## src/accum_regs.svh

```systemverilog
// Register offsets, field positions and reset values of the accumulator
// control block. Assumes byte-wide registers on a plain strobe port.
`ifndef ACCUM_REGS_SVH
`define ACCUM_REGS_SVH

`define ACCUM_ADDR_W 8
`define ACCUM_CONTROL_OFF 8'h20
`define ACCUM_FLAG_OFF 8'h21
`define ACCUM_COUNT_HI_OFF 8'h22
`define ACCUM_COUNT_LO_OFF 8'h23
`define ACCUM_TIMER_CTRL_OFF 8'h24

`define ACCUM_CONTROL_RESET 8'h00
`define ACCUM_COUNT_RESET 16'h0000
`define ACCUM_COUNT_MAX 16'hffff
`define TIMER_CTRL_RESET 8'h00
`define FLAG_RESET 2'h0
`define FLAG_ALL 2'h3
`define PIN_SYNC_RESET 3'h0
`define PIN_PRIME_W 2
`define PIN_PRIME_LAST 2'h3
`define READ_IDLE 8'h00

`define BIT_ACCUM_ENABLE 6
`define BIT_ACCUM_MODE 5
`define BIT_ACCUM_EDGE 4
`define BIT_CLK_SEL_HI 3
`define BIT_CLK_SEL_LO 2
`define BIT_OVF_IRQ_EN 1
`define BIT_IN_IRQ_EN 0
`define BIT_OVERFLOW_FLAG 1
`define BIT_INPUT_FLAG 0
`define BIT_TIMER_ENABLE 7
`define BIT_FAST_CLEAR 4

`define CONTROL_MASK 8'h7f
`define TIMER_CTRL_MASK 8'h90
`define FLAG_MASK 8'h03

`define PRESCALE_DIV64_W 6
`define PRESCALE_DIV64_LAST 6'h3f
`define ACCUM_DIV256_W 8
`define ACCUM_DIV256_LAST 8'hff
`define ACCUM_DIV65536_W 16
`define ACCUM_DIV65536_LAST 16'hffff

`endif

```

## src/accum_pkg.sv

```systemverilog
// Types shared by the accumulator control block.
// Assumes the register header is included by the design file.
package accum_pkg;

	typedef enum logic [1:0] {
		clk_sel_prescaler = 2'h0,
		clk_sel_accum = 2'h1,
		clk_sel_accum_div256 = 2'h2,
		clk_sel_accum_div65536 = 2'h3
	} clk_sel_type;

	typedef struct packed {
		logic [7:0] addr;
		logic [7:0] wdata;
		logic wr;
		logic rd;
	} bus_req_type;

	typedef struct packed {
		logic accum_enable;
		logic accum_mode_select;
		logic accum_edge_select;
		clk_sel_type clk_sel;
		logic overflow_irq_enable;
		logic input_irq_enable;
	} control_type;

	typedef enum logic [2:0] {
		st_disabled = 3'h1,
		st_event = 3'h2,
		st_gated = 3'h4
	} accum_state_type;

endpackage : accum_pkg

```

## src/pulse_accumulator_control.sv

```systemverilog
// Pulse accumulator control, flags, count and timer clock source.
// Assumes one bus clock, synchronous reset and a byte register port with
// read data one cycle after the read strobe. The channel 7 pin is async.
`timescale 1ns/1ns
`default_nettype none
`include "accum_regs.svh"

// Function
// Enable bit gates accumulator, independent of timer
// Input taken from shared channel 7 pin
// Mode bit: 0 event, 1 gated
// Edge select: 0 falling, 1 rising counts
// Gated, edge 0: high gates div64, falling flags
// Gated, edge 1: low gates div64, rising flags
// No gated counting while timer disabled
// Clock select picks timer counter clock source
// Accumulator disabled forces prescaler clock
// Clock select change takes effect immediately
// Overflow enable requests interrupt on overflow flag
// Input enable requests interrupt on edge flag
// Writing one to bit 1 clears overflow
// Edge flag sets on counted or trailing edge
// Writing one to bit 0 clears edge flag
// Fast clear: count access clears all flags
// Count rollover to zero sets overflow flag
// Input pulses exceed two bus clocks
// Accumulator clock is the increment strobe
module pulse_accumulator_control (
	input wire logic clk_i,
	input wire logic srst_i,
	input wire logic [7:0] addr_i,
	input wire logic [7:0] wdata_i,
	input wire logic wr_i,
	input wire logic rd_i,
	output logic [7:0] rdata_o,
	input wire logic channel7_pin_i,
	input wire logic prescaler_tick_i,
	output logic timer_count_tick_o,
	output logic accum_clock_o,
	output logic [15:0] accum_count_o,
	output logic irq_o
);

	accum_pkg::bus_req_type req;
	accum_pkg::control_type ctl;
	accum_pkg::accum_state_type state_reg;
	accum_pkg::accum_state_type state_next;

	logic [7:0] accum_control_reg;
	logic [7:0] accum_control_next;
	logic [7:0] timer_system_control_reg;
	logic [7:0] timer_system_control_next;
	logic [1:0] accum_flag_reg;
	logic [1:0] accum_flag_next;
	logic [15:0] accum_count_reg;
	logic [15:0] accum_count_next;
	logic [2:0] pin_sync_reg;
	logic [`PIN_PRIME_W-1:0] pin_prime_reg;
	logic pin_level_reg;
	logic [`PRESCALE_DIV64_W-1:0] div64_reg;
	logic [`ACCUM_DIV256_W-1:0] div256_reg;
	logic [`ACCUM_DIV65536_W-1:0] div65536_reg;
	logic [7:0] rdata_reg;
	logic [7:0] rdata_next;

	logic timer_enable;
	logic fast_flag_clear;
	logic pin_primed;
	logic pin_agree;
	logic pin_rise;
	logic pin_fall;
	logic counted_edge;
	logic trailing_edge;
	logic gate_active;
	logic div64_tick;
	logic accum_inc;
	logic overflow_event;
	logic input_event;
	logic count_access;
	logic flag_write;
	logic [1:0] flag_clear;
	logic div256_tick;
	logic div65536_tick;
	logic count_write;

	assign req.addr = addr_i;
	assign req.wdata = wdata_i;
	assign req.wr = wr_i;
	assign req.rd = rd_i;

	assign ctl.accum_enable = accum_control_reg[`BIT_ACCUM_ENABLE];
	assign ctl.accum_mode_select = accum_control_reg[`BIT_ACCUM_MODE];
	assign ctl.accum_edge_select = accum_control_reg[`BIT_ACCUM_EDGE];
	assign ctl.clk_sel = accum_pkg::clk_sel_type'(
		accum_control_reg[`BIT_CLK_SEL_HI:`BIT_CLK_SEL_LO]);
	assign ctl.overflow_irq_enable = accum_control_reg[`BIT_OVF_IRQ_EN];
	assign ctl.input_irq_enable = accum_control_reg[`BIT_IN_IRQ_EN];

	assign timer_enable = timer_system_control_reg[`BIT_TIMER_ENABLE];
	assign fast_flag_clear = timer_system_control_reg[`BIT_FAST_CLEAR];

	// Pin synchroniser, level moves once stages two and three agree
	always_ff @(posedge clk_i)
	begin
		if (srst_i)
			pin_sync_reg <= `PIN_SYNC_RESET;
		else
			pin_sync_reg <= {pin_sync_reg[1:0], channel7_pin_i};
	end

	assign pin_agree = (pin_sync_reg[1] == pin_sync_reg[2]);

	// No edges until the chain has refilled after reset
	always_ff @(posedge clk_i)
	begin
		if (srst_i)
			pin_prime_reg <= '0;
		else if (!pin_primed)
			pin_prime_reg <= pin_prime_reg + 1'b1;
	end

	assign pin_primed = (pin_prime_reg == `PIN_PRIME_LAST);

	always_ff @(posedge clk_i)
	begin
		if (srst_i)
			pin_level_reg <= 1'b0;
		else if (!pin_primed)
			pin_level_reg <= pin_sync_reg[1];
		else if (pin_agree)
			pin_level_reg <= pin_sync_reg[2];
	end

	assign pin_rise = pin_primed && pin_agree && pin_sync_reg[2] &&
		!pin_level_reg;
	assign pin_fall = pin_primed && pin_agree && !pin_sync_reg[2] &&
		pin_level_reg;

	// Operating state tracks the control byte as it is written
	always_comb
	begin
		if (!accum_control_next[`BIT_ACCUM_ENABLE])
			state_next = accum_pkg::st_disabled;
		else if (accum_control_next[`BIT_ACCUM_MODE])
			state_next = accum_pkg::st_gated;
		else
			state_next = accum_pkg::st_event;
	end

	always_ff @(posedge clk_i)
	begin
		if (srst_i)
			state_reg <= accum_pkg::st_disabled;
		else
			state_reg <= state_next;
	end

	// Divide-by-64 stage of the timer prescaler
	always_ff @(posedge clk_i)
	begin
		if (srst_i)
			div64_reg <= '0;
		else if (timer_enable && prescaler_tick_i)
			div64_reg <= div64_reg + 1'b1;
	end

	assign div64_tick = timer_enable && prescaler_tick_i &&
		(div64_reg == `PRESCALE_DIV64_LAST);

	assign counted_edge = ctl.accum_edge_select ? pin_rise : pin_fall;
	assign trailing_edge = ctl.accum_edge_select ? pin_rise : pin_fall;
	assign gate_active = ctl.accum_edge_select ? !pin_level_reg
		: pin_level_reg;

	always_comb
	begin
		accum_inc = 1'b0;
		input_event = 1'b0;
		case (state_reg)
			accum_pkg::st_disabled:
			begin
				accum_inc = 1'b0;
				input_event = 1'b0;
			end
			accum_pkg::st_event:
			begin
				accum_inc = counted_edge;
				input_event = counted_edge;
			end
			accum_pkg::st_gated:
			begin
				accum_inc = gate_active && div64_tick;
				input_event = trailing_edge;
			end
			default:
			begin
				accum_inc = 1'b0;
				input_event = 1'b0;
			end
		endcase
	end

	assign accum_clock_o = accum_inc;

	// Count register, a byte write beats the increment
	assign count_write = req.wr &&
		(req.addr == `ACCUM_COUNT_HI_OFF ||
		req.addr == `ACCUM_COUNT_LO_OFF);
	assign overflow_event = accum_inc && !count_write &&
		(accum_count_reg == `ACCUM_COUNT_MAX);

	always_comb
	begin
		accum_count_next = accum_count_reg;
		if (req.wr && req.addr == `ACCUM_COUNT_HI_OFF)
			accum_count_next = {req.wdata, accum_count_reg[7:0]};
		else if (req.wr && req.addr == `ACCUM_COUNT_LO_OFF)
			accum_count_next = {accum_count_reg[15:8], req.wdata};
		else if (accum_inc)
			accum_count_next = accum_count_reg + 1'b1;
	end

	always_ff @(posedge clk_i)
	begin
		if (srst_i)
			accum_count_reg <= `ACCUM_COUNT_RESET;
		else
			accum_count_reg <= accum_count_next;
	end

	assign accum_count_o = accum_count_reg;

	// Timer clock dividers fed by the accumulator clock
	always_ff @(posedge clk_i)
	begin
		if (srst_i)
			div256_reg <= '0;
		else if (accum_inc)
			div256_reg <= div256_reg + 1'b1;
	end

	always_ff @(posedge clk_i)
	begin
		if (srst_i)
			div65536_reg <= '0;
		else if (accum_inc)
			div65536_reg <= div65536_reg + 1'b1;
	end

	assign div256_tick = accum_inc &&
		(div256_reg == `ACCUM_DIV256_LAST);
	assign div65536_tick = accum_inc &&
		(div65536_reg == `ACCUM_DIV65536_LAST);

	// Timer counter clock, selected combinationally from the live field
	always_comb
	begin
		timer_count_tick_o = prescaler_tick_i && timer_enable;
		if (ctl.accum_enable)
		begin
			case (ctl.clk_sel)
				accum_pkg::clk_sel_prescaler:
					timer_count_tick_o = prescaler_tick_i && timer_enable;
				accum_pkg::clk_sel_accum:
					timer_count_tick_o = accum_inc;
				accum_pkg::clk_sel_accum_div256:
					timer_count_tick_o = div256_tick;
				accum_pkg::clk_sel_accum_div65536:
					timer_count_tick_o = div65536_tick;
				default:
					timer_count_tick_o = prescaler_tick_i && timer_enable;
			endcase
		end
	end

	// Flags: set wins over any clear in the same cycle
	assign count_access = (req.wr || req.rd) &&
		(req.addr == `ACCUM_COUNT_HI_OFF ||
		req.addr == `ACCUM_COUNT_LO_OFF);
	assign flag_write = req.wr && (req.addr == `ACCUM_FLAG_OFF);

	always_comb
	begin
		flag_clear = 2'h0;
		if (flag_write)
		begin
			flag_clear[`BIT_OVERFLOW_FLAG] =
				req.wdata[`BIT_OVERFLOW_FLAG];
			flag_clear[`BIT_INPUT_FLAG] = req.wdata[`BIT_INPUT_FLAG];
		end
		if (fast_flag_clear && count_access)
			flag_clear = `FLAG_ALL;
	end

	always_comb
	begin
		accum_flag_next = accum_flag_reg & ~flag_clear;
		if (overflow_event)
			accum_flag_next[`BIT_OVERFLOW_FLAG] = 1'b1;
		if (input_event)
			accum_flag_next[`BIT_INPUT_FLAG] = 1'b1;
	end

	always_ff @(posedge clk_i)
	begin
		if (srst_i)
			accum_flag_reg <= `FLAG_RESET;
		else
			accum_flag_reg <= accum_flag_next;
	end

	assign irq_o = (ctl.overflow_irq_enable &&
		accum_flag_reg[`BIT_OVERFLOW_FLAG]) ||
		(ctl.input_irq_enable && accum_flag_reg[`BIT_INPUT_FLAG]);

	// Control registers
	always_comb
	begin
		accum_control_next = accum_control_reg;
		if (req.wr && req.addr == `ACCUM_CONTROL_OFF)
			accum_control_next = req.wdata & `CONTROL_MASK;
	end

	always_comb
	begin
		timer_system_control_next = timer_system_control_reg;
		if (req.wr && req.addr == `ACCUM_TIMER_CTRL_OFF)
			timer_system_control_next = req.wdata & `TIMER_CTRL_MASK;
	end

	always_ff @(posedge clk_i)
	begin
		if (srst_i)
			accum_control_reg <= `ACCUM_CONTROL_RESET;
		else
			accum_control_reg <= accum_control_next;
	end

	always_ff @(posedge clk_i)
	begin
		if (srst_i)
			timer_system_control_reg <= `TIMER_CTRL_RESET;
		else
			timer_system_control_reg <= timer_system_control_next;
	end

	// Read data, one cycle after the strobe, zero otherwise
	always_comb
	begin
		rdata_next = `READ_IDLE;
		if (req.rd)
		begin
			case (req.addr)
				`ACCUM_CONTROL_OFF:
					rdata_next = accum_control_reg;
				`ACCUM_FLAG_OFF:
					rdata_next = {6'h00, accum_flag_reg};
				`ACCUM_COUNT_HI_OFF:
					rdata_next = accum_count_reg[15:8];
				`ACCUM_COUNT_LO_OFF:
					rdata_next = accum_count_reg[7:0];
				`ACCUM_TIMER_CTRL_OFF:
					rdata_next = timer_system_control_reg;
				default:
					rdata_next = `READ_IDLE;
			endcase
		end
	end

	always_ff @(posedge clk_i)
	begin
		if (srst_i)
			rdata_reg <= `READ_IDLE;
		else
			rdata_reg <= rdata_next;
	end

	assign rdata_o = rdata_reg;

endmodule : pulse_accumulator_control
`default_nettype wire

```

## config.mk

```make
export PLATFORM = sky130hd
export DESIGN_NAME = pulse_accumulator_control
export DESIGN_NICKNAME = d
export VERILOG_FILES = /design/src/accum_pkg.sv /design/src/pulse_accumulator_control.sv
export VERILOG_INCLUDE_DIRS = /design/src /design/src/src
export SDC_FILE = /design/constraint.sdc
export NUM_CORES = 1
export LEC_CHECK = 0
export BUFFER_PORTS_ARGS = -buffer_cell sky130_fd_sc_hd__clkbuf_2
export CORE_MARGIN = 4
export CORE_UTILIZATION = 60
export CTS_BUF_LIST = sky130_fd_sc_hd__clkbuf_4 sky130_fd_sc_hd__clkbuf_8
export CTS_CLUSTER_SIZE = 40
export DETAILED_ROUTE_END_ITERATION = 10
export GPL_ROUTABILITY_DRIVEN = 0
export PLACE_DENSITY_LB_ADDON = 0.2
export SYNTH_ARGS = -nofsm -noshare
export SYNTH_HDL_FRONTEND = slang
export SYNTH_SLANG_ARGS = --single-unit
```

## constraint.sdc

```tcl
create_clock -name clk_i -period 4.1 [get_ports clk_i]
set_input_delay 1.025 -clock clk_i [delete_from_list [all_inputs] [get_ports clk_i]]
set_output_delay 1.025 -clock clk_i [all_outputs]
set_load 0.01 [all_outputs]
```

; ---- Yosys cells after proc, flatten, opt, wreduce, memory -nomap -nowiden
; Cells that the tools add are included.
; W data, S select, Z words.
[op_classes]
n_addsub = 5
n_mux = 18
bitwise = 5
n_eq_ne = 18
reduce_logical = 36
[op_table]
columns = op, count
row1 = $mux W16, 3
row2 = $eq A8 B6 Y1 const B, 5
row3 = $pmux W8 S5, 1
row4 = $add A16 B1 Y16 const B, 2
row5 = $eq A16 B16 Y1 const B, 2
row6 = $logic_and A1 B1 Y1, 22
row7 = $add A8 B1 Y8 const B, 1
row8 = $eq A8 B8 Y1 const B, 1
row9 = $mux W1, 8
row10 = $mux W7, 1
row11 = $add A6 B1 Y6 const B, 1
row12 = $eq A2 B2 Y1 const B, 3
row13 = $eq A6 B6 Y1 const B, 1
row14 = $reduce_or A2 Y1, 3
row15 = $mux W2, 2
row16 = $pmux W1 S4, 1
row17 = $reduce_and A2 Y1, 2
row18 = $reduce_bool A2 Y1, 2
row19 = $eq A3 B2 Y1 const B, 1
row20 = $eq A3 B3 Y1 const B, 1
row21 = $logic_not A1 Y1, 3
row22 = $logic_or A1 B1 Y1, 3
row23 = $mux W3, 1
row24 = $not A1 Y1, 3
row25 = other kinds (9), 9
[word_totals]
word_cells = 96
regBits = 74
output_inout_bits = 27
input_bits = 22

; ---- Longest topological paths before layout
[logic_depth]
word_depth = 9
mapped_depth = 9
ltp_nobuf = 8

; ---- Least setup slack after synthesis
; OpenSTA, ideal clock, no wires.
[synth_path]
path_kind = input -> output
start = input port prescaler_tick_i
end = output port timer_count_tick_o
path_slack_ps = 621
cell_stages = 7
t_arrival_ps = 2454
path_cell_list = nand4_1 > or4_4 > and2_4 > inv_1 > buf_2 > o21ai_0 > o21ai_0
[synth_via]
elab_chain_len = 7
elab_cells_between_ends = 8
classes_between = mux: 3 / reduce/logical: 5
[synth_rtl]
columns = item, line_no
row1 = start: declaration, pulse_accumulator_control.sv:37  ; input wire logic prescaler_tick_i,
row2 = $logic_and A1 B1 Y1 (*), --
row3 = $logic_and A1 B1 Y1 (*), pulse_accumulator_control.sv:167  ; assign div64_tick = timer_enable && prescaler_tick_i &&
row4 = $logic_and A1 B1 Y1 (*), pulse_accumulator_control.sv:192  ; accum_inc = gate_active && div64_tick;
row5 = $pmux W1 S2 (*), pulse_accumulator_control.sv:179  ; case (state_reg)
row6 = net accum_clock_o, pulse_accumulator_control.sv:39  ; output logic accum_clock_o,
row7 = "$logic_and A1 B1 Y1, on equally long branches", "pulse_accumulator_control.sv:252, pulse_accumulator_control.sv:250"
row8 = $pmux W1 S4 (*), pulse_accumulator_control.sv:261  ; case (ctl.clk_sel)
row9 = $mux W1 (*), pulse_accumulator_control.sv:259  ; if (ctl.accum_enable)
row10 = end: declaration, pulse_accumulator_control.sv:38  ; output logic timer_count_tick_o,
; Mark *: on every way through the listed nets, which the timed path passes. The rest lies on a longest branch.

; ---- Final worst setup path
[layout_path]
start = input port prescaler_tick_i
end = output port timer_count_tick_o
[layout_via]
elab_chain_len = 7
elab_cells_between_ends = 8
classes_between = mux: 3 / reduce/logical: 5
[layout_rtl]
columns = item, line_no
row1 = $logic_and A1 B1 Y1 (*), --
row2 = $logic_and A1 B1 Y1, pulse_accumulator_control.sv:167
row3 = $logic_and A1 B1 Y1, pulse_accumulator_control.sv:192
row4 = $pmux W1 S2, pulse_accumulator_control.sv:179
row5 = "$logic_and A1 B1 Y1, on equally long branches", "pulse_accumulator_control.sv:252, pulse_accumulator_control.sv:250"
row6 = $pmux W1 S4, pulse_accumulator_control.sv:261
row7 = $mux W1 (*), pulse_accumulator_control.sv:259
; Mark *: on every way between the ends. The rest lies on a longest branch, timed or not.

==> results.md <==
- Worst path arrival time: 2.45 ns
- Mean Syn Cell Area: 8.879 sq um
- WP depth: 8
- Post-Synthesis Cells: 394
- Largest net degree at the start of global routing: 57
- Crit path buffers/inverters: 3
- Syn. warnings: 0
- Slew HR: 0.3719
- Vias after detailed routing: 3032
- Hold Path Stages: 1
- Number of H-tree levels: 3
- Layer with the highest usage: met2
- DP HPWL: 5.525 mm
- Crit Path Max Fanout: 21
- # diodes: 0
- R2R depth: 7
- Max Freq: 287.8 MHz
- Initial Utilization: 0.6276
- Fin. Hold Viols: 0
- Max incr delay on CP: 0.50 ns
- Clock network power share: 0.465
- Iter 0 DRT Violations: 351
- Internal power: 1148 uW
- Sequential power share: 0.496
- ANT nets after route: 0
- Commonest non-fill, non-tap cell in the layout: dfxtp_1
- Seq/Total Area, Yosys: 0.4235
- Fraction of layout cells with a size suffix above 1: 0.1851
- Slowest stage cell, crit path: or4_4
- Fin crit period: 3.475 ns
- Clock latency on the worst-skew pair: 0.35 ns
- Total CTS buffers: 9
- Post-CTS setup buffer count: 0
- Most frequent cells in the layout: dfxtp_1 (74), nor2_1 (57), clkbuf_2 (48)
- Routed len/inst: 15.49 um
- Power density cells: 367.5 nW/um^2
- Clk slew on worst S/H paths: 0.07 ns
- Final Cycle Share: 0.8476
- DRC viols: 0
- Synth Cell Area: 3498 sq um
- Die area: 7117 sq um
- Fin util: 0.7176
- CP Launch Type: input pin
- Core footprint: 5574 sq um
- RSZ-0062 raised after global routing: false
- I/O pin count: 49
- Tightest Pin Transition: 0.9422 ns
- Setup TNS Final: 0 ns
- Synth area leaders: dfxtp_1 (42%), nor2_1 (6.1%), xnor2_1 (5.3%)
- Synthesis-to-finish area growth: 14.34%
- Die width: 84.36 um
- Fin Clk Skew: 0.008769 ns
- Final setup vio count: 0
- Outcome: complete, no violations
- Hold/Removal Path Class: reg2reg
- Fin. max-slew vios: 0
- Final WS setup: 0.6250 ns
- FF/Latch Area: 1481 sq um
- 1st-pass router iterations: 5
- CP Cell Sequence: clkbuf_2 > nand4_1 > or4_4 > and2_4 > inv_1 > o21ai_0 > o21ai_0 > clkbuf_2
- Max-cap violations: 0
- Row count: 27
- Critical path class: in2out
- Port Buf Inserts: 48
- Maximum vdd drop: 214.7 uV
- CP Capture Type: output port
- Synthesized Nets: 421
- Dpl ws: 0.6238 ns
- Antenna violations before repair: 0
- CP Data Required Time: 3.07 ns
- CP top delay family: simple AND/OR/NAND/NOR gates
- Multi-input logic area: 1891 sq um
- GR Layer Usage met2: 0.3780
- P_leak: 0.001439 uW
- Synth Register Bits: 74
- EDFF count, synth: 0
- # hold bufs at CTS: 0
- Cell variety after synth: 56
- Gate power share: 0.039
- Area leader, netlist: dfxtp_1
- Switching Share: 0.2188
- CTS tree: done
- Share of Yosys cell area claimed by the top area cell type: 0.4235
- Post-CTS sizing: 0
- First-pass GRT wire length: 13.57 mm
- Met1 Usage GRT: 0.3058
- GR met3 Demand/Resource: 0.05005
- Post-synth ARST share: 0
- Clk sinks: 74
- GR Overflow Total: 0
- DIE HEIGHT: 84.36 um
- Net switching power: 321.6 uW
- Fillers: 449
- Nets: 465
- Clk Tree Root Cell: clkbuf_8
- Total Power: 1470 uW
- Vias per cell: 5.887
- Total GRT Usage: 0.2350
- Routed Wire Length: 7.975 mm
- Vias in the first global route: 2894
- Max clock buf depth: 2
- Worst hold slack: 0.4384 ns
- Synth Flop Type: dfxtp_1
==> final timing paths <==
check        slack [ns]        startpoint            endpoint
max                0.63  prescaler_tick_i  timer_count_tick_o
min                0.44   pin_sync_reg[0]     pin_sync_reg[1]
max reg2reg        1.18      div64_reg[0]   accum_count_o[14]
min reg2reg        0.44   pin_sync_reg[0]     pin_sync_reg[1]
==> layer usage <==
metal	part of all wire	vias up
met5	0	-
li1	-	1491
met2	0.46	105
met3	0.065	17
met4	0.025	0
met1	0.45	1419
==> kinds of logic (layout without fill, tap and decap cells) <==
logic type               count (synthesis)  in the layout  synth area share
AO/OA/AOI/OAI                           55             55           0.09729
flip-flops                              74             74            0.4235
adder cells (fa/ha/maj)                  5              5           0.01788
AND/OR/NAND/NOR                        179            179            0.2736
XOR/XNOR                                34             34           0.08512
multiplexers                            20             20           0.06652
buffers and inverters                   27             76           0.03612
==> synth_stat cells (6+ instances only) <==
| cell type | number |
|---|---|
| nand2_1 | 33 |
| nand4_1 | 14 |
| xor2_1 | 13 |
| nand3_1 | 16 |
| nor4_1 | 7 |
| mux2_2 | 6 |
| clkbuf_1 | 11 |
| xnor2_1 | 21 |
| or3_1 | 7 |
| mux2i_1 | 12 |
| nor3_1 | 9 |
| inv_1 | 9 |
| a21oi_1 | 13 |
| o21ai_0 | 16 |
| dfxtp_1 | 74 |
| nor2_1 | 57 |
==> power groups by stage <==
stage	combinational (uW)	sequential (uW)	clock [uW]
6_report	57.4	729	684
5_1_grt	63.6	729	726
4_1_cts	57.1	729	690
3_5_place_dp	56.7	746	0
3_3_place_gp	54.2	745	0
2_1_floorplan	31.9	745	0
==> through the flow <==
step	cell area (sq um)	instances
6_report	4000	515
5_1_grt	4000	515
4_1_cts	4000	515
3_5_place_dp	3759	499
3_3_place_gp	3759	499
2_1_floorplan	3498	394
==> final cells by class <==
| class | count | area share |
|---|---|---|
| repair buffers | 51 | 0.06569 |
| clock inverters | 7 | 0.02940 |
| well taps | 72 | 0.02252 |
| multi-input cells | 293 | 0.4726 |
| flip-flops and latches | 74 | 0.3703 |
| clock buffers | 9 | 0.03097 |
| inverters | 9 | 0.008445 |
==> worst register-to-register path, delay by kind of cell (launching register included) <==
kind / cells / cell delay [ns]
adder cells (fa/ha/maj): 1 / 0.23
flip-flops: 1 / 0.39
AND/OR/NAND/NOR: 4 / 1.28
AO/OA/AOI/OAI: 2 / 0.94
No activity file was read; power rests on OpenSTA's default activity.
